### src/rtl/dbghrc_defs.svh
// constants for the debug halt/run control block
// assumes inclusion by bare name from rtl files
`ifndef DBGHRC_DEFS_SVH
`define DBGHRC_DEFS_SVH
`define DBGHRC_RAM_BASE     32'h0000_0400
`define DBGHRC_RAM_BYTES    64
`define DBGHRC_RAM_WORDS    16
`define DBGHRC_EXC_WORD     4'hf
`define DBGHRC_SAVE_WORD    4'he
`define DBGHRC_EXC_MARK     32'hffff_ffff
`define DBGHRC_OK_MARK      32'h0000_0000
`define DBGHRC_OP_NOP       2'h0
`define DBGHRC_OP_READ      2'h1
`define DBGHRC_OP_WRITE     2'h2
`define DBGHRC_SCAN_BITS    39
`define DBGHRC_ADDR_LSB     34
`define DBGHRC_OP_LSB       0
`define DBGHRC_INT_BIT      33
`define DBGHRC_DATA_LSB     2
`endif

### src/rtl/dbghrc_pkg.sv
// types for the debug halt/run control block
// assumes the defs header is included by users
package dbghrc_pkg;
    typedef enum logic [1:0] {
        DBGHRC_RUN,
        DBGHRC_EXEC,
        DBGHRC_PARK
    } dbghrc_hart_t;
    typedef logic [31:0] dbghrc_word_t;
endpackage : dbghrc_pkg

### src/rtl/dbghrc_sync.sv
// two-flop synchroniser for pin-level inputs
// assumes asynchronous active-low reset in the sampling domain
module dbghrc_sync (
    // clock and reset
    input  wire logic sys_clk_i,
    input  wire logic resetn_i,
    // async in, sync out
    input  wire logic d_i,
    output logic      q_o
);
    logic meta_r;
    logic q_r;
    // first stage feeds only the second
    always_ff @(posedge sys_clk_i or negedge resetn_i) begin
        if (!resetn_i) begin
            meta_r <= 1'b0;
            q_r    <= 1'b0;
        end else begin
            meta_r <= d_i;
            q_r    <= meta_r;
        end
    end
    assign q_o = q_r;
endmodule : dbghrc_sync

### src/rtl/dbghrc_top.sv
// debug transport data scan, debug RAM and hart halt/run control
// assumes scan pins from the debugger, hart events as same-clock levels
// Summary of operation
// [RL1] The debugger loads the halt program into debug RAM before raising the debug interrupt.
// [RL2] The halt program sets the halt bit before jumping to the resume entry.
// [RL3] Each Update-DR of a write scan reads the addressed RAM word and then writes it.
// [RL4] The next Capture-DR latches that read result, shifted out as the word's old contents.
// [RL5] A RAM write with the interrupt bit set raises the hart's debug interrupt and the hart runs the RAM program.
// [RL6] A memory read loads four fixed instruction words then the address in word 4 with interrupt set.
// [RL7] The memory data only appears in the scan after the follow-up read of word 4.
// [RL8] To run, the debugger clears halt notification directly then runs a program clearing halt.
// [RL9] The debugger restores scratch registers other than the two the ROM saves.
// [RL10] With step set the hart runs one instruction with interrupts off and re-enters debug mode.
// [RL11] The debugger prefers hardware single-step over a breakpoint.
// [RL12] An exception in a debug program updates no registers and all-ones goes to the last RAM word.
// [RL13] A clean debug program run leaves the last RAM word reading zero.
// [RL14] With halt set, resume parks the hart in debug ROM until the interrupt is raised again.
// [RL15] Debug RAM is 64 bytes at 0x400 with the save and exception words at its top.
module dbghrc_top
    import dbghrc_pkg::*;
(
    // clock and reset
    input  wire logic        sys_clk_i,
    input  wire logic        resetn_i,
    // scan pins
    input  wire logic        tck_i,
    input  wire logic        tdi_i,
    input  wire logic        capture_dr_i,
    input  wire logic        shift_dr_i,
    input  wire logic        update_dr_i,
    output logic             tdo_o,
    // hart side
    input  wire logic [31:0] hart_addr_i,
    input  wire logic        hart_we_i,
    input  wire logic [31:0] hart_wdata_i,
    output logic [31:0]      hart_rdata_o,
    input  wire logic        prog_done_i,
    input  wire logic        prog_exc_i,
    input  wire logic        step_retired_i,
    input  wire logic        halt_set_i,
    input  wire logic        halt_clr_i,
    input  wire logic        step_set_i,
    input  wire logic        haltnot_clr_i,
    // status
    output logic             debug_int_o,
    output logic             debug_mode_o,
    output logic             irq_enable_o,
    output logic             halt_o,
    output logic             step_o,
    output logic             haltnot_o
);
`include "dbghrc_defs.svh"
    localparam int unsigned SB = `DBGHRC_SCAN_BITS;
    // all scan pins cross by two flops before use
    logic tck_s, tdi_s, cap_s, sh_s, upd_s;
    logic [4:0] pin_raw;
    logic [4:0] pin_s;
    assign pin_raw = {tck_i, tdi_i, capture_dr_i, shift_dr_i, update_dr_i};
    genvar gi;
    generate
        for (gi = 0; gi < 5; gi++) begin : g_sync
            dbghrc_sync u_sync (
                .sys_clk_i (sys_clk_i),
                .resetn_i  (resetn_i),
                .d_i       (pin_raw[gi]),
                .q_o       (pin_s[gi])
            );
        end
    endgenerate
    assign {tck_s, tdi_s, cap_s, sh_s, upd_s} = pin_s;

    // true when the address falls inside debug RAM
    function automatic logic ram_hit(input logic [31:0] a);
        ram_hit = (a >= `DBGHRC_RAM_BASE) && (a < `DBGHRC_RAM_BASE + `DBGHRC_RAM_BYTES); // see [RL15]
    endfunction : ram_hit

    dbghrc_word_t ram_r [`DBGHRC_RAM_WORDS];
    logic              tck_q_r, tck_q_nxt;
    logic [SB-1:0]     sr_r, sr_nxt;
    logic [31:0]       cap_r, cap_nxt;
    logic              tdo_r, tdo_nxt;
    logic              dint_r, dint_nxt;
    logic              halt_r, halt_nxt;
    logic              step_r, step_nxt;
    logic              hnot_r, hnot_nxt;
    logic [31:0]       hrd_r, hrd_nxt;
    dbghrc_hart_t      st_r, st_nxt;
    logic              rise, fall, upd_go, ram_we_j, ram_we_h, exc_we, clean_we;
    logic [3:0]        j_idx, h_idx;
    logic [1:0]        j_op;

    assign rise  = tck_s & ~tck_q_r;
    assign fall  = ~tck_s & tck_q_r;
    assign j_op  = sr_r[`DBGHRC_OP_LSB +: 2];
    assign j_idx = sr_r[`DBGHRC_ADDR_LSB +: 4];
    assign h_idx = hart_addr_i[5:2];
    assign upd_go   = rise & upd_s;
    assign ram_we_j = upd_go & (j_op == `DBGHRC_OP_WRITE);
    assign ram_we_h = hart_we_i & ram_hit(hart_addr_i) & (st_r == DBGHRC_EXEC);
    assign exc_we   = (st_r == DBGHRC_EXEC) & prog_exc_i;
    assign clean_we = (st_r == DBGHRC_EXEC) & prog_done_i & ~prog_exc_i;

    // scan path next state
    always_comb begin
        tck_q_nxt = tck_s;
        sr_nxt    = sr_r;
        cap_nxt   = cap_r;
        tdo_nxt   = tdo_r;
        if (upd_go && j_op != `DBGHRC_OP_NOP) begin
            cap_nxt = ram_r[j_idx]; // read before write, see [RL3]
        end
        if (rise && cap_s) begin
            sr_nxt = {{(SB-35){1'b0}}, dint_r, cap_r, 2'b00}; // old contents out, see [RL4]
        end else if (rise && sh_s) begin
            sr_nxt = {tdi_s, sr_r[SB-1:1]};
        end
        if (fall) begin
            tdo_nxt = sr_r[0];
        end
    end

    // hart run control next state
    always_comb begin
        st_nxt   = st_r;
        dint_nxt = dint_r;
        halt_nxt = halt_r;
        step_nxt = step_r;
        hnot_nxt = hnot_r;
        hrd_nxt  = ram_hit(hart_addr_i) ? ram_r[h_idx] : 32'h0000_0000;
        if (halt_set_i) halt_nxt = 1'b1; // see [RL2]
        else if (halt_clr_i) halt_nxt = 1'b0; // see [RL8]
        if (step_set_i) step_nxt = 1'b1;
        if (halt_set_i) hnot_nxt = 1'b1;
        else if (haltnot_clr_i) hnot_nxt = 1'b0; // set wins over clear
        unique case (st_r)
            DBGHRC_RUN, DBGHRC_PARK: begin
                if (dint_r) st_nxt = DBGHRC_EXEC; // see [RL5]
                else if (st_r == DBGHRC_RUN && step_r && step_retired_i) begin
                    st_nxt   = DBGHRC_PARK; // one instruction then back, see [RL10]
                    step_nxt = 1'b0;
                end
            end
            DBGHRC_EXEC: begin
                if (prog_done_i || prog_exc_i) begin
                    dint_nxt = 1'b0;
                    st_nxt   = (halt_nxt && !halt_clr_i) ? DBGHRC_PARK : DBGHRC_RUN; // see [RL14]
                end
            end
        endcase
        if (ram_we_j && sr_r[`DBGHRC_INT_BIT]) dint_nxt = 1'b1; // raise wins, see [RL5]
    end

    // debug RAM storage, debugger write has priority
    always_ff @(posedge sys_clk_i) begin
        if (ram_we_j) begin
            ram_r[j_idx] <= sr_r[`DBGHRC_DATA_LSB +: 32]; // write after read, see [RL3]
        end else if (exc_we) begin
            ram_r[`DBGHRC_EXC_WORD] <= `DBGHRC_EXC_MARK; // see [RL12]
        end else if (clean_we) begin
            ram_r[`DBGHRC_EXC_WORD] <= `DBGHRC_OK_MARK; // see [RL13]
        end else if (ram_we_h && !prog_exc_i) begin
            ram_r[h_idx] <= hart_wdata_i; // faulting store dropped, see [RL12]
        end
    end

    // state registers
    always_ff @(posedge sys_clk_i or negedge resetn_i) begin
        if (!resetn_i) begin
            tck_q_r <= 1'b0;
            sr_r    <= '0;
            cap_r   <= 32'h0000_0000;
            tdo_r   <= 1'b0;
            dint_r  <= 1'b0;
            halt_r  <= 1'b0;
            step_r  <= 1'b0;
            hnot_r  <= 1'b0;
            hrd_r   <= 32'h0000_0000;
            st_r    <= DBGHRC_RUN;
        end else begin
            tck_q_r <= tck_q_nxt;
            sr_r    <= sr_nxt;
            cap_r   <= cap_nxt;
            tdo_r   <= tdo_nxt;
            dint_r  <= dint_nxt;
            halt_r  <= halt_nxt;
            step_r  <= step_nxt;
            hnot_r  <= hnot_nxt;
            hrd_r   <= hrd_nxt;
            st_r    <= st_nxt;
        end
    end

    assign tdo_o        = tdo_r;
    assign hart_rdata_o = hrd_r;
    assign debug_int_o  = dint_r;
    assign debug_mode_o = (st_r != DBGHRC_RUN);
    assign irq_enable_o = (st_r == DBGHRC_RUN) & ~step_r; // see [RL10]
    assign halt_o       = halt_r;
    assign step_o       = step_r;
    assign haltnot_o    = hnot_r;

    // assertions; ram is not reset, so read-back compares use case equality
    int_raise_a: assert property (@(posedge sys_clk_i) disable iff (!resetn_i) // see [RL5]
        ram_we_j && sr_r[`DBGHRC_INT_BIT] |=> debug_int_o) else $error("write with int bit did not raise");
    exec_entry_a: assert property (@(posedge sys_clk_i) disable iff (!resetn_i) // see [RL5]
        debug_int_o && st_r != DBGHRC_EXEC |=> st_r == DBGHRC_EXEC) else $error("hart ignored interrupt");
    read_first_a: assert property (@(posedge sys_clk_i) disable iff (!resetn_i) // see [RL3]
        ram_we_j |=> cap_r === $past(ram_r[j_idx])) else $error("update read not old word");
    capture_a: assert property (@(posedge sys_clk_i) disable iff (!resetn_i) // see [RL4]
        rise && cap_s && !sh_s |=> sr_r[33:2] === $past(cap_r)) else $error("capture lost read");
    exc_mark_a: assert property (@(posedge sys_clk_i) disable iff (!resetn_i) // see [RL12]
        exc_we && !ram_we_j |=> ram_r[`DBGHRC_EXC_WORD] == `DBGHRC_EXC_MARK) else $error("no exception mark");
    clean_mark_a: assert property (@(posedge sys_clk_i) disable iff (!resetn_i) // see [RL13]
        clean_we && !ram_we_j |=> ram_r[`DBGHRC_EXC_WORD] == 32'h0) else $error("no clean mark");
    park_halt_a: assert property (@(posedge sys_clk_i) disable iff (!resetn_i) // see [RL14]
        st_r == DBGHRC_PARK && !debug_int_o |=> st_r == DBGHRC_PARK) else $error("left park early");
    step_once_a: assert property (@(posedge sys_clk_i) disable iff (!resetn_i) // see [RL10]
        st_r == DBGHRC_RUN && step_r && step_retired_i && !dint_r |=> debug_mode_o && !step_o)
        else $error("step did not return");
endmodule : dbghrc_top

### config.mk
export PLATFORM = sky130hd
export DESIGN_NAME = dbghrc_top
export DESIGN_NICKNAME = d
export VERILOG_FILES = /design/src/rtl/dbghrc_pkg.sv /design/src/rtl/dbghrc_sync.sv /design/src/rtl/dbghrc_top.sv
export VERILOG_INCLUDE_DIRS = /design/src /design/src/rtl
export SDC_FILE = /design/constraint.sdc
export NUM_CORES = 1
export LEC_CHECK = 0
export BUFFER_PORTS_ARGS = -buffer_cell sky130_fd_sc_hd__buf_2
export CORE_ASPECT_RATIO = 0.7
export CORE_MARGIN = 2
export CORE_UTILIZATION = 60
export CTS_CLUSTER_DIAMETER = 40
export DETAILED_ROUTE_END_ITERATION = 7
export PLACE_DENSITY = 0.78
export SYNTH_ARGS = -nofsm -noshare
export SYNTH_HDL_FRONTEND = slang
export SYNTH_SLANG_ARGS = --single-unit
### constraint.sdc
create_clock -name sys_clk_i -period 5.4 [get_ports sys_clk_i]
set_input_delay 0.54 -clock sys_clk_i [delete_from_list [all_inputs] [get_ports sys_clk_i]]
set_output_delay 0.54 -clock sys_clk_i [all_outputs]
set_load 0.05 [all_outputs]
==> flow_metrics.py <==
metrics = {
    "outcome": {
        "run_status": "finished with violations",
        "failed_checks": "hold timing",
    },
    "power": {
        "worst_ir_drop_vdd_mv": 0.276,
        "clock_network_fraction_of_total_power_pct": 44.3,
        "p_leak_nw": 10.6,
        "power.share.combinational_pct": 2.9,
        "total_power_mw": 9.96,
        "switchingPower_mw": 2.15,
        "power_switching_share_pct": 21.6,
        "p_per_area_mw_per_mm2": 310,
        "power.internal_mw": 7.81,
        "sequentialPowerShare_pct": 52.8,
    },
    "critical_path": {
        "crit_start": "sr_r[0]$_DFFE_PN0P_",
        "crit_fanout": 29,
        "worstPathRequired_ns": 5.71,
        "cpMaxStageDelayCell": "sky130_fd_sc_hd__a21oi_4",
        "worst_ep_arrival_time_ns": 3.92,
        "critPathMaxStageDelay_ns": 0.84,
        "end_kind": "flip-flop",
        "crit_type": "reg -> reg",
        "r2r-start": "sr_r[0]$_DFFE_PN0P_",
        "cp_cell_sequence": "nand3b_1, o2111a_1, nand3_2, buf_4, nand4_1, a21oi_4, buf_12",
        "setup.worst_path.start_class": "flip-flop",
    },
    "placed_design": {
        "detailed_place.area_mm2": 0.0300,
        "gp_congestion": 0.793,
        "detailed_place_hpwl_um": 41000,
        "post-place-cells": 2206,
        "portBuffers": 115,
    },
    "timing": {
        "slew-limit-headroom_pct": 23.6,
        "drv_slew": 0,
        "max_slew.worst_pin.slew_ns": 1.15,
        "setup_viol": 0,
        "finClkSkew_ns": 0.0249,
        "final_period_utilization_pct": 66.8,
        "setup-tns-final_ns": 0,
        "timing_hold_violations_final": 1,
        "rsz_0062_raised_after_global_routing": "no",
        "whs_ns": -0.0117,
        "final.min_clock_period_ns": 3.61,
        "achievable-frequency_mhz": 277,
    },
    "die": {
        "full_die_area_mm2": 0.0492,
        "initial_utilization_pct": 61.0,
        "floorplan.io_pins": 118,
        "rows": 66,
        "coreArea_mm2": 0.0466,
        "die_w_um": 264,
        "dieHeight_um": 186,
    },
    "synthesis": {
        "ys_warn_count": 0,
        "synthesis.area_mm2": 0.0284,
        "ys_seq_elements": 633,
        "number_of_flops_mapped_to_enable_cells_by_yosys": 512,
        "ys_async_sr_fraction_pct": 19.1,
        "synth_cell_type_count": 43,
        "synth_seq_area_share_pct": 64.7,
        "synthCells": 1545,
        "syn_area_per_cell_um2": 18.4,
        "ys.flop_type": "sky130_fd_sc_hd__edfxtp_1",
        "synth.net_count": 1624,
    },
    "final_layout": {
        "n_fill_cell": 2935,
        "areaGrowthSynthToFinish_pct": 12.9,
        "final_core_density_pct": 68.9,
        "design.final.nets": 1741,
        "stdcell_count": 2328,
        "seqCellArea_mm2": 0.0184,
        "finalInstanceArea_mm2": 0.0321,
        "layout-drive-gt1-share_pct": 34.5,
        "multi_input_area_mm2": 0.00970,
    },
    "routing": {
        "remaining_drc_errors": 0,
        "post_detailed_route_wirelength_per_cell_um": 31.6,
        "vias_per_cell": 7.04,
        "drt-initial-drc-count": 2128,
        "route.antenna.remaining_nets": 0,
        "detailroute.via_count": 16400,
        "firstDrtPassIters": 7,
        "wirelength_um": 73500,
    },
    "global_route": {
        "grt_overflow": 0,
        "number_of_antenna_violations_at_the_first_check_in_global_routing": 1,
        "largest_net_degree_at_the_start_of_global_routing": 99,
        "wire_length_of_the_first_global_routing_pass_um": 110000,
        "number_of_global_route_vias_before_repair": 17100,
        "grt_use_total_pct": 30.9,
    },
    "clock_tree": {
        "cts_repair_resize_count": 0,
        "numClockSinks": 633,
        "clock_tree.buffer_depth": 3,
        "post_cts.repair.setup_buffers": 0,
        "clock_tree_from_tritoncts": "yes",
        "clock_latency_ns": 0.63,
        "cts.htree.levels": 2,
        "cts-buffers-inserted": 61,
        "worst_setup_hold_path_clk_slew_ns": 0.07,
        "clk_root_buffer_cell": "sky130_fd_sc_hd__clkbuf_16",
    },
    "min_path": {
        "hold_path_class": "in -> async",
    },
    "job": {
        "drv_cap": 0,
    },
}
## repair_timing
item / in CTS / in global routing
hold buffers: 5 / 0
hold endpoints to repair: 5 / 0
setup endpoints to repair: 0 / 0
## stage by stage
| stage | setup WS [ns] | hold slack [ns] |
|---|---|---|
| after global placement | 1.80 | 0.333 |
| after CTS | 1.85 | 0.0451 |
| after global routing | 1.68 | 0.0803 |
| after detailed placement | 1.78 | 0.337 |
| final | 1.79 | -0.0117 |
| after floorplan | 0.682 | 0.244 |
## cells in the final DEF (no fill, tap or decap), types with 10 or more instances in the layout
cell	n
sky130_fd_sc_hd__nor2_1	72
sky130_fd_sc_hd__a21oi_1	65
sky130_fd_sc_hd__buf_2	112
sky130_fd_sc_hd__and3_1	32
sky130_fd_sc_hd__nand2_1	78
sky130_fd_sc_hd__buf_4	43
sky130_fd_sc_hd__dfrtp_1	118
sky130_fd_sc_hd__inv_6	10
sky130_fd_sc_hd__mux2i_1	96
sky130_fd_sc_hd__edfxtp_1	512
sky130_fd_sc_hd__mux4_2	288
sky130_fd_sc_hd__o21ai_0	68
sky130_fd_sc_hd__clkbuf_16	61
## cell type report
type	instances	share of cell area (%)
diodes	1	0.00779
inverters	3	0.0351
clock buffers	78	5.20
well taps	612	2.38
multi-input cells	792	30.2
repair buffers	171	3.55
flip-flops and latches	633	57.3
clock inverters	38	1.27
## routing by layer
| metal | up-vias | wire (um) | GRT usage, % |
|---|---|---|---|
| met1 | 8643 | 27400 | 42.4 |
| met4 | 0 | 2240 | 9.66 |
| li1 | 6609 | - | - |
| met5 | - | 0 | 0 |
| met3 | 156 | 7250 | 5.79 |
| met2 | 987 | 36700 | 51.7 |
## synth_stat cells (all sizes together), types with 10 or more instances
master	n	area share (%)
a21oi	73	1.3
and3	33	0.73
buf	42	0.87
clkbuf	75	0.99
dfrtp	121	11
edfxtp	512	54
mux2i	96	3.4
mux4	288	23
nand2	79	1.0
nand3	10	0.19
nor2	80	1.1
o21ai	69	1.2
## flip-flops by register name, indices dropped and copies added (netlist names)
register / count
g_sync.u_sync.q_o: 5
sr_r: 39
halt_o: 1
g_sync.u_sync.meta_r: 5
st_r: 2
cap_r: 32
tck_q_r: 1
debug_int_o: 1
step_o: 1
hart_rdata_o: 32
haltnot_o: 1
ram_r: 512
tdo_o: 1
## final timing paths
kind	cells past startpoint	end	slack (ns)
worst max-delay path	7	ram_r[10][15]$_DFFE_PP_	1.79
worst max register to register	7	ram_r[10][15]$_DFFE_PP_	1.79
worst min register to register	0	g_sync[0].u_sync.q_o$_DFF_PN0_	0.35
min in group sys_clk_i	2	haltnot_o$_DFFE_PN0P_	0.13
worst min-delay path	1	cap_r[9]$_DFFE_PN0P_	-0.01
max in group asynchronous	2	sr_r[27]$_DFFE_PN0P_	4.20
## kinds of logic (layout without fill, tap and decap cells)
logic type / Yosys count / in the layout / synth area share, %
compound gates: 165 / 165 / 3.18
flops: 633 / 633 / 64.7
simple gates: 241 / 241 / 3.93
buf+inv: 120 / 290 / 1.90
mux: 386 / 386 / 26.3
other cells: 0 / 1 / 0
## critical path: cells and delay by family, from the launching register on
kind / cells / cell delay (ns)
AOI/OAI and AO/OA: 2 / 1.20
and+or+nand+nor: 3 / 0.86
buffers and inverters: 2 / 0.76
DFF: 1 / 0.45
## power groups by stage
stage / Combinational, mW / Clock (mW) / Sequential (mW)
after floorplan: 0.202 / 0 / 5.33
after global placement: 0.287 / 0 / 5.36
after detailed placement: 0.291 / 0 / 5.36
after CTS: 0.295 / 4.44 / 5.25
after global routing: 0.311 / 4.63 / 5.25
final: 0.294 / 4.41 / 5.25
(Power assumes the default switching activity.)
